**src/include/tmr8_defs.svh**
```systemverilog
// Register offsets, field positions, reset values and counts of the timer.
// Assumes a Wishbone slave with 32-bit data, one register per aligned word.
`ifndef TMR8_DEFS_SVH
`define TMR8_DEFS_SVH

`define TMR8_OFS_CTRL_A 6'h00
`define TMR8_OFS_CTRL_B 6'h04
`define TMR8_OFS_COUNT 6'h08
`define TMR8_OFS_CMP_A 6'h0c
`define TMR8_OFS_CMP_B 6'h10
`define TMR8_OFS_MASK 6'h14
`define TMR8_OFS_FLAGS 6'h18
`define TMR8_OFS_IRQ_ACK 6'h1c

`define TMR8_RST_BYTE 8'h00
`define TMR8_MAX 8'hff
`define TMR8_BOTTOM 8'h00

`define TMR8_CTRL_A_MASK 8'hf3
`define TMR8_CTRL_B_MASK 8'h0f
`define TMR8_MASK_MASK 8'h07
`define TMR8_FLAGS_MASK 8'h07

`define TMR8_BIT_FOC_A 7
`define TMR8_BIT_FOC_B 6
`define TMR8_BIT_WGM_HI 3
`define TMR8_BIT_CMP_A 0
`define TMR8_BIT_OVF 1
`define TMR8_BIT_CMP_B 2

`define TMR8_PRE_W 10
`define TMR8_DIV_8 10'h007
`define TMR8_DIV_64 10'h03f
`define TMR8_DIV_256 10'h0ff
`define TMR8_DIV_1024 10'h3ff

`endif

```
**src/include/tmr8_pkg.sv**
```systemverilog
// Types shared by the timer and its bench.
// Assumes the defines header is compiled alongside.
package tmr8_pkg;

	typedef enum logic [2:0] {
		TMR8_WGM_NORMAL = 3'h0,
		TMR8_WGM_PC_FF = 3'h1,
		TMR8_WGM_CTC = 3'h2,
		TMR8_WGM_FAST_FF = 3'h3,
		TMR8_WGM_RSV4 = 3'h4,
		TMR8_WGM_PC_OCA = 3'h5,
		TMR8_WGM_RSV6 = 3'h6,
		TMR8_WGM_FAST_OCA = 3'h7
	} tmr8_wgm_t;

	typedef struct packed {
		logic [1:0] chan_a_output_mode;
		logic [1:0] chan_b_output_mode;
		logic [1:0] rsv;
		logic [1:0] waveform_mode_low;
	} tmr8_ctrl_a_t;

	typedef struct packed {
		logic force_compare_a;
		logic force_compare_b;
		logic [1:0] rsv;
		logic waveform_mode_high;
		logic [2:0] count_clock_select;
	} tmr8_ctrl_b_t;

	typedef struct packed {
		logic wave_out_a;
		logic wave_out_b;
		logic drive_a;
		logic drive_b;
	} tmr8_pins_t;

	typedef enum logic [1:0] {
		TMR8_DIR_UP = 2'b01,
		TMR8_DIR_DOWN = 2'b10
	} tmr8_dir_t;

endpackage : tmr8_pkg

```
**src/hdl/tmr8_timer.sv**
```systemverilog
// Eight-bit timer/counter with two compare channels, Wishbone slave.
// Assumes global interrupt enable comes from the system; the prescaler is internal.
// Summary of operation
// - Nonzero output-mode code hands the pin to the waveform, gated by direction; PWM code 01 does not, except on A with mode high bit set.
// - Non-PWM codes: 00 off, 01 toggle, 10 clear, 11 set on match.
// - Fast PWM A: 10 clear on match set at TOP; 11 inverse.
// - PWM A code 01 toggles on match only when mode high bit set.
// - Phase-correct A: 10 clears up-counting, sets down-counting; 11 inverse.
// - Channel B matches A for 10/11 in PWM; 01 reserved, no toggle.
// - PWM match ignored when compare equals TOP and upper code bit set.
// - Waveform mode from two bits of control A plus one of B.
// - Modes 0,1,3 TOP 0xFF; 2,5,7 TOP compare A; 4,6 reserved.
// - Compare update immediate in 0/2, at TOP in PWM; overflow per mode.
// - Force strobe in non-PWM modes applies code; always reads zero.
// - Forced compare sets no flag and never clears the counter.
// - Clock select 000 stops, 001 direct, 010-101 divide 8/64/256/1024.
// - Select 110 falling, 111 rising external pin edge, pin drive ignored.
// - Counter readable and writable; write blocks the next compare match.
// - Both compare registers checked every timer clock; drive flag and pin.
// - Reserved bits of control A, control B and mask read zero.
// - Flags clear on vector acknowledge or on software writing one.
// - Overflow enable mask bit 1, compare A bit 0, gated by global.
// - Fast PWM counts to TOP and clears on the next timer clock.
`timescale 1ns/1ps
`include "tmr8_defs.svh"

module tmr8_timer
	import tmr8_pkg::*;
(
	// System
	input wire logic clk_i,
	input wire logic rst_i,
	// Wishbone slave
	input wire logic cyc_i,
	input wire logic stb_i,
	input wire logic we_i,
	input wire logic [5:0] adr_i,
	input wire logic [3:0] sel_i,
	input wire logic [31:0] dat_i,
	output logic [31:0] dat_o,
	output logic ack_o,
	// Port and core context
	input wire logic external_count_pin_i,
	input wire logic dir_a_i,
	input wire logic dir_b_i,
	input wire logic global_irq_enable_i,
	input wire logic [2:0] vector_ack_i,
	// Pins and interrupts
	output tmr8_pins_t pins_o,
	output logic irq_cmp_a_o,
	output logic irq_ovf_o,
	output logic irq_cmp_b_o
);

	tmr8_ctrl_a_t ctrl_a_r;
	tmr8_ctrl_b_t ctrl_b_r;
	logic [7:0] count_r;
	logic [7:0] cmp_a_r;
	logic [7:0] cmp_b_r;
	logic [7:0] cmp_a_buf_r;
	logic [7:0] cmp_b_buf_r;
	logic [2:0] mask_r;
	logic [2:0] flags_r;
	logic [`TMR8_PRE_W-1:0] pre_r;
	logic [2:0] ext_sync_r;
	logic block_r;
	tmr8_dir_t dir_r;
	logic wave_a_r;
	logic wave_b_r;
	logic ack_r;
	logic [31:0] dat_r;

	tmr8_wgm_t wgm;
	logic is_pwm;
	logic is_pc;
	logic [7:0] top;
	logic tick;
	logic wr;
	logic rd;
	logic wr_count;
	logic match_a;
	logic match_b;
	logic at_top;
	logic at_bottom;
	logic ovf_ev;
	logic [7:0] count_nxt;
	logic [7:0] rd_byte;
	logic [2:0] set_ev;
	logic force_a;
	logic force_b;

	// Bus decode; one wait state keeps read data registered
	assign wr = cyc_i && stb_i && we_i && !ack_r && sel_i[0];
	assign rd = cyc_i && stb_i && !we_i && !ack_r;
	assign wr_count = wr && adr_i == `TMR8_OFS_COUNT;
	assign ack_o = ack_r;
	assign dat_o = dat_r;

	// Mode decode
	assign wgm = tmr8_wgm_t'({ctrl_b_r.waveform_mode_high,
		ctrl_a_r.waveform_mode_low});
	assign is_pwm = wgm == TMR8_WGM_PC_FF || wgm == TMR8_WGM_FAST_FF ||
		wgm == TMR8_WGM_PC_OCA || wgm == TMR8_WGM_FAST_OCA;
	assign is_pc = wgm == TMR8_WGM_PC_FF || wgm == TMR8_WGM_PC_OCA;
	assign top = (wgm == TMR8_WGM_CTC || wgm == TMR8_WGM_PC_OCA ||
		wgm == TMR8_WGM_FAST_OCA) ? cmp_a_r : `TMR8_MAX;

	// Timer clock enable from clock select
	always_comb begin
		case (ctrl_b_r.count_clock_select)
			3'h0: tick = 1'b0;
			3'h1: tick = 1'b1;
			3'h2: tick = pre_r[2:0] == 3'(`TMR8_DIV_8);
			3'h3: tick = pre_r[5:0] == 6'(`TMR8_DIV_64);
			3'h4: tick = pre_r[7:0] == 8'(`TMR8_DIV_256);
			3'h5: tick = (pre_r == `TMR8_DIV_1024);
			3'h6: tick = ext_sync_r[2] && !ext_sync_r[1];
			3'h7: tick = !ext_sync_r[2] && ext_sync_r[1];
			default: tick = 1'b0;
		endcase
	end

	// Free-running prescaler, shared taps
	always_ff @(posedge clk_i) begin
		if (rst_i) begin
			pre_r <= '0;
		end else begin
			pre_r <= pre_r + 1'b1;
		end
	end

	// Pin sampling: bit 0 feeds only bit 1; the detector uses bits 1 and 2
	always_ff @(posedge clk_i) begin
		if (rst_i) begin
			ext_sync_r <= 3'h0;
		end else begin
			ext_sync_r <= {ext_sync_r[1:0], external_count_pin_i};
		end
	end

	assign match_a = tick && !block_r && count_r == cmp_a_r;
	assign match_b = tick && !block_r && count_r == cmp_b_r;
	assign at_top = tick && count_r == top;
	assign at_bottom = tick && count_r == `TMR8_BOTTOM;
	assign force_a = wr && adr_i == `TMR8_OFS_CTRL_B &&
		dat_i[`TMR8_BIT_FOC_A] && !is_pwm;
	assign force_b = wr && adr_i == `TMR8_OFS_CTRL_B &&
		dat_i[`TMR8_BIT_FOC_B] && !is_pwm;

	// Overflow point per mode
	always_comb begin
		case (wgm)
			TMR8_WGM_PC_FF, TMR8_WGM_PC_OCA: ovf_ev = at_bottom;
			TMR8_WGM_FAST_OCA: ovf_ev = at_top;
			default: ovf_ev = tick && count_r == `TMR8_MAX;
		endcase
	end

	// Next count per mode
	always_comb begin
		count_nxt = count_r;
		if (is_pc) begin
			if (dir_r == TMR8_DIR_UP) begin
				count_nxt = (count_r == top) ? count_r - 8'h01 : count_r + 8'h01;
			end else begin
				count_nxt = (count_r == `TMR8_BOTTOM) ? count_r + 8'h01 :
					count_r - 8'h01;
			end
		end else if (wgm == TMR8_WGM_NORMAL) begin
			count_nxt = count_r + 8'h01;
		end else begin
			// Clear whenever the count equals TOP, even with the match blocked; a force never reaches here
			count_nxt = (count_r == top) ? `TMR8_BOTTOM : count_r + 8'h01;
		end
	end

	// Counter and direction
	always_ff @(posedge clk_i) begin
		if (rst_i) begin
			count_r <= `TMR8_RST_BYTE;
			dir_r <= TMR8_DIR_UP;
			block_r <= 1'b0;
		end else if (wr_count) begin
			count_r <= dat_i[7:0];
			block_r <= 1'b1;
		end else if (tick) begin
			count_r <= count_nxt;
			block_r <= 1'b0;
			if (is_pc && count_r == top) begin
				dir_r <= TMR8_DIR_DOWN;
			end else if (is_pc && count_r == `TMR8_BOTTOM) begin
				dir_r <= TMR8_DIR_UP;
			end
		end
	end

	// Compare registers; PWM modes load from the buffer at TOP
	always_ff @(posedge clk_i) begin
		if (rst_i) begin
			cmp_a_buf_r <= `TMR8_RST_BYTE;
			cmp_b_buf_r <= `TMR8_RST_BYTE;
			cmp_a_r <= `TMR8_RST_BYTE;
			cmp_b_r <= `TMR8_RST_BYTE;
		end else begin
			if (wr && adr_i == `TMR8_OFS_CMP_A) begin
				cmp_a_buf_r <= dat_i[7:0];
			end
			if (wr && adr_i == `TMR8_OFS_CMP_B) begin
				cmp_b_buf_r <= dat_i[7:0];
			end
			if (!is_pwm) begin
				cmp_a_r <= (wr && adr_i == `TMR8_OFS_CMP_A) ? dat_i[7:0] :
					cmp_a_buf_r;
				cmp_b_r <= (wr && adr_i == `TMR8_OFS_CMP_B) ? dat_i[7:0] :
					cmp_b_buf_r;
			end else if (at_top) begin
				cmp_a_r <= cmp_a_buf_r;
				cmp_b_r <= cmp_b_buf_r;
			end
		end
	end

	// Waveform outputs
	function automatic logic wave_next(input logic cur, input logic [1:0] code,
		input logic match, input logic forced, input logic chan_a);
		logic up;
		logic hit;
		logic at_cmp_top;
		wave_next = cur;
		up = dir_r == TMR8_DIR_UP;
		if (!is_pwm) begin
			if (match || forced) begin
				case (code)
					2'b01: wave_next = !cur;
					2'b10: wave_next = 1'b0;
					2'b11: wave_next = 1'b1;
					default: wave_next = cur;
				endcase
			end
		end else if (code == 2'b01) begin
			if (chan_a && ctrl_b_r.waveform_mode_high && match) begin
				wave_next = !cur;
			end
		end else if (code[1]) begin
			// Match at TOP is dropped; TOP action stands instead
			at_cmp_top = chan_a ? cmp_a_r == top : cmp_b_r == top;
			hit = match && !at_cmp_top;
			if (!is_pc) begin
				if (hit) begin
					wave_next = code[0];
				end else if (at_top) begin
					wave_next = !code[0];
				end
			end else if (hit) begin
				wave_next = up ? code[0] : !code[0];
			end else if (at_top && at_cmp_top) begin
				// Dual slope acts at TOP only for the dropped match
				wave_next = code[0] ? 1'b0 : 1'b1;
			end
		end
	endfunction : wave_next

	always_ff @(posedge clk_i) begin
		if (rst_i) begin
			wave_a_r <= 1'b0;
			wave_b_r <= 1'b0;
		end else begin
			wave_a_r <= wave_next(wave_a_r, ctrl_a_r.chan_a_output_mode,
				match_a, force_a, 1'b1);
			wave_b_r <= wave_next(wave_b_r, ctrl_a_r.chan_b_output_mode,
				match_b, force_b, 1'b0);
		end
	end

	// Pin override, gated by port direction
	always_comb begin
		pins_o.wave_out_a = wave_a_r;
		pins_o.wave_out_b = wave_b_r;
		pins_o.drive_a = (ctrl_a_r.chan_a_output_mode != 2'b00) && dir_a_i &&
			!(is_pwm && ctrl_a_r.chan_a_output_mode == 2'b01 &&
			!ctrl_b_r.waveform_mode_high);
		pins_o.drive_b = (ctrl_a_r.chan_b_output_mode != 2'b00) && dir_b_i &&
			!(is_pwm && ctrl_a_r.chan_b_output_mode == 2'b01);
	end

	// Control and mask registers; force bits are never stored
	always_ff @(posedge clk_i) begin
		if (rst_i) begin
			ctrl_a_r <= tmr8_ctrl_a_t'(`TMR8_RST_BYTE);
			ctrl_b_r <= tmr8_ctrl_b_t'(`TMR8_RST_BYTE);
			mask_r <= 3'h0;
		end else if (wr) begin
			if (adr_i == `TMR8_OFS_CTRL_A) begin
				ctrl_a_r <= tmr8_ctrl_a_t'(dat_i[7:0] & `TMR8_CTRL_A_MASK);
			end
			if (adr_i == `TMR8_OFS_CTRL_B) begin
				ctrl_b_r <= tmr8_ctrl_b_t'(dat_i[7:0] & `TMR8_CTRL_B_MASK);
			end
			if (adr_i == `TMR8_OFS_MASK) begin
				mask_r <= dat_i[2:0] & 3'(`TMR8_MASK_MASK);
			end
		end
	end

	// Flags: hardware set wins over any clear in the same cycle
	assign set_ev = {match_b, ovf_ev, match_a};
	always_ff @(posedge clk_i) begin
		if (rst_i) begin
			flags_r <= 3'h0;
		end else begin
			flags_r <= set_ev | (flags_r & ~vector_ack_i &
				~((wr && adr_i == `TMR8_OFS_FLAGS) ? dat_i[2:0] : 3'h0));
		end
	end

	assign irq_cmp_a_o = global_irq_enable_i && mask_r[`TMR8_BIT_CMP_A] &&
		flags_r[`TMR8_BIT_CMP_A];
	assign irq_ovf_o = global_irq_enable_i && mask_r[`TMR8_BIT_OVF] &&
		flags_r[`TMR8_BIT_OVF];
	assign irq_cmp_b_o = global_irq_enable_i && mask_r[`TMR8_BIT_CMP_B] &&
		flags_r[`TMR8_BIT_CMP_B];

	// Read mux; unmapped addresses read zero and still acknowledge
	always_comb begin
		case (adr_i)
			`TMR8_OFS_CTRL_A: rd_byte = ctrl_a_r & `TMR8_CTRL_A_MASK;
			`TMR8_OFS_CTRL_B: rd_byte = ctrl_b_r & `TMR8_CTRL_B_MASK;
			`TMR8_OFS_COUNT: rd_byte = count_r;
			`TMR8_OFS_CMP_A: rd_byte = cmp_a_buf_r;
			`TMR8_OFS_CMP_B: rd_byte = cmp_b_buf_r;
			`TMR8_OFS_MASK: rd_byte = {5'h00, mask_r};
			`TMR8_OFS_FLAGS: rd_byte = {5'h00, flags_r};
			default: rd_byte = 8'h00;
		endcase
	end

	always_ff @(posedge clk_i) begin
		if (rst_i) begin
			ack_r <= 1'b0;
			dat_r <= 32'h0000_0000;
		end else begin
			ack_r <= cyc_i && stb_i && !ack_r;
			dat_r <= rd ? {24'h00_0000, rd_byte} : 32'h0000_0000;
		end
	end

endmodule : tmr8_timer

```
**config.mk**
```make
export PLATFORM = sky130hd
export DESIGN_NAME = tmr8_timer
export DESIGN_NICKNAME = d
export VERILOG_FILES = /design/src/include/tmr8_pkg.sv /design/src/hdl/tmr8_timer.sv
export VERILOG_INCLUDE_DIRS = /design/src /design/src/include
export SDC_FILE = /design/constraint.sdc
export NUM_CORES = 1
export LEC_CHECK = 0
export ABC_AREA = 0
export BUFFER_PORTS_ARGS = -buffer_cell sky130_fd_sc_hd__clkbuf_2
export CAP_MARGIN = 20
export CORE_ASPECT_RATIO = 0.5
export CORE_MARGIN = 3
export CORE_UTILIZATION = 50
export DETAILED_ROUTE_END_ITERATION = 7
export PLACE_DENSITY = 0.81
export SLEW_MARGIN = 20
export SYNTH_ARGS = -nofsm -noshare
export SYNTH_HDL_FRONTEND = slang
export SYNTH_SLANG_ARGS = --single-unit
```
**constraint.sdc**
```tcl
create_clock -name clk_i -period 3.85 [get_ports clk_i]
set_input_delay 0.5775 -clock clk_i [delete_from_list [all_inputs] [get_ports clk_i]]
set_output_delay 0.5775 -clock clk_i [all_outputs]
set_load 0.1 [all_outputs]
```
==> impl_metrics.tcl <==
set metrics [dict create \
    run_status "complete, no violations" \
    cts_hold_buf 0 \
    clock_transition_at_the_register_clock_pins_on_the_worst_setup_and_hold_paths_after_cts_ps 60 \
    fp.coreArea_mm2 0.00970 \
    cp.required_ps 4100 \
    finalSetupTns_ps 0 \
    routed_wire_length_per_instance_um 18.5 \
    startpoint "ctrl_a_r[0]$_SDFFE_PP0P_" \
    cts_setup_buffers 0 \
    drv_slew 0 \
    global_route_wire_length_before_repair_um 23200 \
    ir_drop_v 0.000243 \
    hold_start "external_count_pin_i" \
    final_nets 718 \
    antenna-diode-count 0 \
    number_of_library_cell_types_mapped_by_synthesis 63 \
    synth-seq-cells 83 \
    io_pins 94 \
    worst_ep_arrival_time_ps 3730 \
    leakagePower_nw 2.18 \
    grt_max_degree 51 \
    critPathTopFamily "simple AND/OR/NAND/NOR gates" \
    grt_use_total 0.252 \
    synth_enable_flop_cells 0 \
    tritoncts "yes" \
    floorplan.die.height_um 77.6 \
    grt_setup_unrepaired "false" \
    sequential_element_share_of_the_synthesized_area 0.324 \
    cp_max_fanout 33 \
    asyncSetResetFlopFracSynth 0 \
    drt_pass1_iterations 6 \
    critical_path.startpoint_type "register" \
    dieArea_mm2 0.0116 \
    maxCapViolCount 0 \
    syn_area_per_cell_um2 7.99 \
    synth_area_mm2 0.00512 \
    critPathSlowestCell "or4_1" \
    timing.max_slew.rel_slack 0.466 \
    h-tree-depth 3 \
    yosysWarnings 0 \
    clk-insertion-delay-late_ps 350 \
    route.antenna.remaining_nets 0 \
    setup_viol_count_final 0 \
    tritoncts.num_buffers 9 \
    via_count 4952 \
    die_w_um 149 \
    path_cells "buf_4 -> nand2_1 -> and2_1 -> or4_1 -> a32o_1 -> o21ai_2 -> nand2_1 -> mux2i_1 -> nor4_1" \
    initial_util 0.528 \
    vias_per_cell 6.20 \
    share_of_cells_above_drive_strength_1 0.146 \
    max_freq_mhz 287 \
    first_global_vias 4434 \
    post-dp-hpwl_um 10200 \
    share_clk_of_total_power 0.479 \
    finalWorstPathRequiredPeriod_ps 3480 \
    timing.final.crit_share 0.904 \
    comb_power_share 0.091 \
    num_rows 25 \
    synthFlopType "dfxtp_1" \
    cts-resized-gates 0 \
    drt-initial-drc-count 629 \
    stdcell_area_mm2 0.00563 \
    switching_power_w 0.000546 \
    finalWeightedCongestion 0.943 \
    worst_path_most_repeated_cell "nand2_1" \
    endpoint_kind "register" \
    synthCells 641 \
    crit_path_max_incr_delay_ps 500 \
    max-clock-path-buffers 2 \
    intPower_w 0.00148 \
    timing.final.hold_violations 0 \
    routed_wire_length_um 14700 \
    antenna_found_initial 1 \
    hold_path.class "input pin to register" \
    detailed_place.area_mm2 0.00529 \
    worstSetupPathType "register to register" \
    worstMarginPinSlew_ps 801 \
    cts.sink_count 83 \
    finClkSkew_ps 9.07 \
    syn2layout_area_growth_pct 9.85 \
    path_buf_inv 1 \
    drc 0 \
    power_density_mw_per_mm2 361 \
    netSwitchingFraction 0.269 \
    root_buffer "clkbuf_16" \
    worstReg2RegStart "ctrl_a_r[0]$_SDFFE_PP0P_" \
    grt_overflow 0 \
    seqPwrFrac 0.430 \
    port_buffers 42 \
]
worst register-to-register path, stage by stage (launching register included):
cell	delay [ps]
dfxtp_1	330
buf_4	340
nand2_1	330
and2_1	360
or4_1	510
a32o_1	350
o21ai_2	360
nand2_1	330
mux2i_1	200
nor4_1	280
per-layer routing:
metal  GRT usage  share of wire
met4      0.0950          0.027
met1       0.338           0.41
met5           0              0
met2       0.390           0.44
met3      0.0671           0.12
synth_stat cells (7+ instances only):
cell type | count | area share
inv_1 | 15 | 0.011
xor2_1 | 11 | 0.019
nand4_1 | 7 | 0.0086
mux2i_1 | 32 | 0.063
and3_1 | 11 | 0.013
o22ai_1 | 11 | 0.013
nor2_1 | 78 | 0.057
a31oi_1 | 7 | 0.0086
xnor2_1 | 17 | 0.029
mux2_2 | 18 | 0.040
buf_4 | 26 | 0.038
a211oi_1 | 19 | 0.028
dfxtp_1 | 83 | 0.32
nor2b_1 | 11 | 0.013
and2_1 | 15 | 0.018
clkbuf_1 | 37 | 0.027
nand3_1 | 29 | 0.028
nand2_1 | 48 | 0.035
a22oi_1 | 8 | 0.012
a21oi_1 | 38 | 0.037
o21ai_0 | 20 | 0.020
nor3_1 | 10 | 0.0098
final timing paths:
kind | to | slack, ps | depth (start not counted)
worst max-delay path | count_r[2]$_SDFFE_PP0P_ | 370 | 9
worst min-delay path | ext_sync_r[0]$_SDFF_PP0_ | 430 | 2
worst max register to register | count_r[2]$_SDFFE_PP0P_ | 370 | 9
worst min register to register | ext_sync_r[1]$_SDFF_PP0_ | 450 | 1
placed cells by master, fill, tap and decap left out, types with 12 or more instances in the layout:
| master | n |
|---|---|
| xnor2_1 | 17 |
| mux2_2 | 18 |
| nand3_1 | 29 |
| conb_1 | 24 |
| a211oi_1 | 19 |
| clkbuf_2 | 42 |
| inv_1 | 15 |
| nand2_1 | 48 |
| buf_4 | 12 |
| and2_1 | 15 |
| a21oi_1 | 38 |
| mux2i_1 | 32 |
| dfxtp_1 | 83 |
| o21ai_0 | 20 |
| nor2_1 | 78 |
sequential cells by signal, indices dropped and copies added (netlist names), 2 cells and up:
register     count
count_r          8
cmp_b_r          8
mask_r           3
pre_r           10
cmp_b_buf_r      8
dat_o            8
ctrl_b_r         4
ctrl_a_r         6
flags_r          3
cmp_a_buf_r      8
dir_r            2
cmp_a_r          8
ext_sync_r       3
cell type report:
type / instances / area, um^2
clock buffer: 10 / 239
clock inverter: 6 / 93.8
fill: 862 / 4070
inverter: 15 / 56.3
multi-input combinational: 496 / 3110
sequential: 83 / 1660
tap: 135 / 169
timing repair buffer: 54 / 300
through the flow:
step | utilization | setup slack, ps | cells | hold WS, ps | total power (W)
after floorplan | - | 854 | 664 | 414 | 0.00105
after global placement | 0.546 | 554 | 783 | 421 | 0.00107
after detailed placement | 0.546 | 489 | 783 | 435 | 0.00107
after CTS | 0.580 | 479 | 799 | 424 | 0.00204
after global routing | 0.580 | 223 | 799 | 437 | 0.00208
final | 0.580 | 370 | 799 | 432 | 0.00203
power groups by stage:
| stage | combinational [W] | sequential (W) | clock, W |
|---|---|---|---|
| detailed placement | 0.000181 | 0.000892 | 0 |
| global placement | 0.000181 | 0.000892 | 0 |
| finish | 0.000185 | 0.000872 | 0.000972 |
| floorplan | 0.000164 | 0.000890 | 0 |
| CTS | 0.000182 | 0.000872 | 0.000983 |
| global route | 0.000192 | 0.000873 | 0.00102 |
logic make-up after synthesis:
kind of cell	after synthesis	synth area share
muxes	50	0.102
buffers and inverters	85	0.0860
xor gates and xnor gates	28	0.0479
adders and majority gates	5	0.0122
and+or+nand+nor	249	0.245
other	1	0.000732
AOI/OAI and AO/OA	140	0.182
DFF	83	0.324
Power figures use the tool's default switching activity.
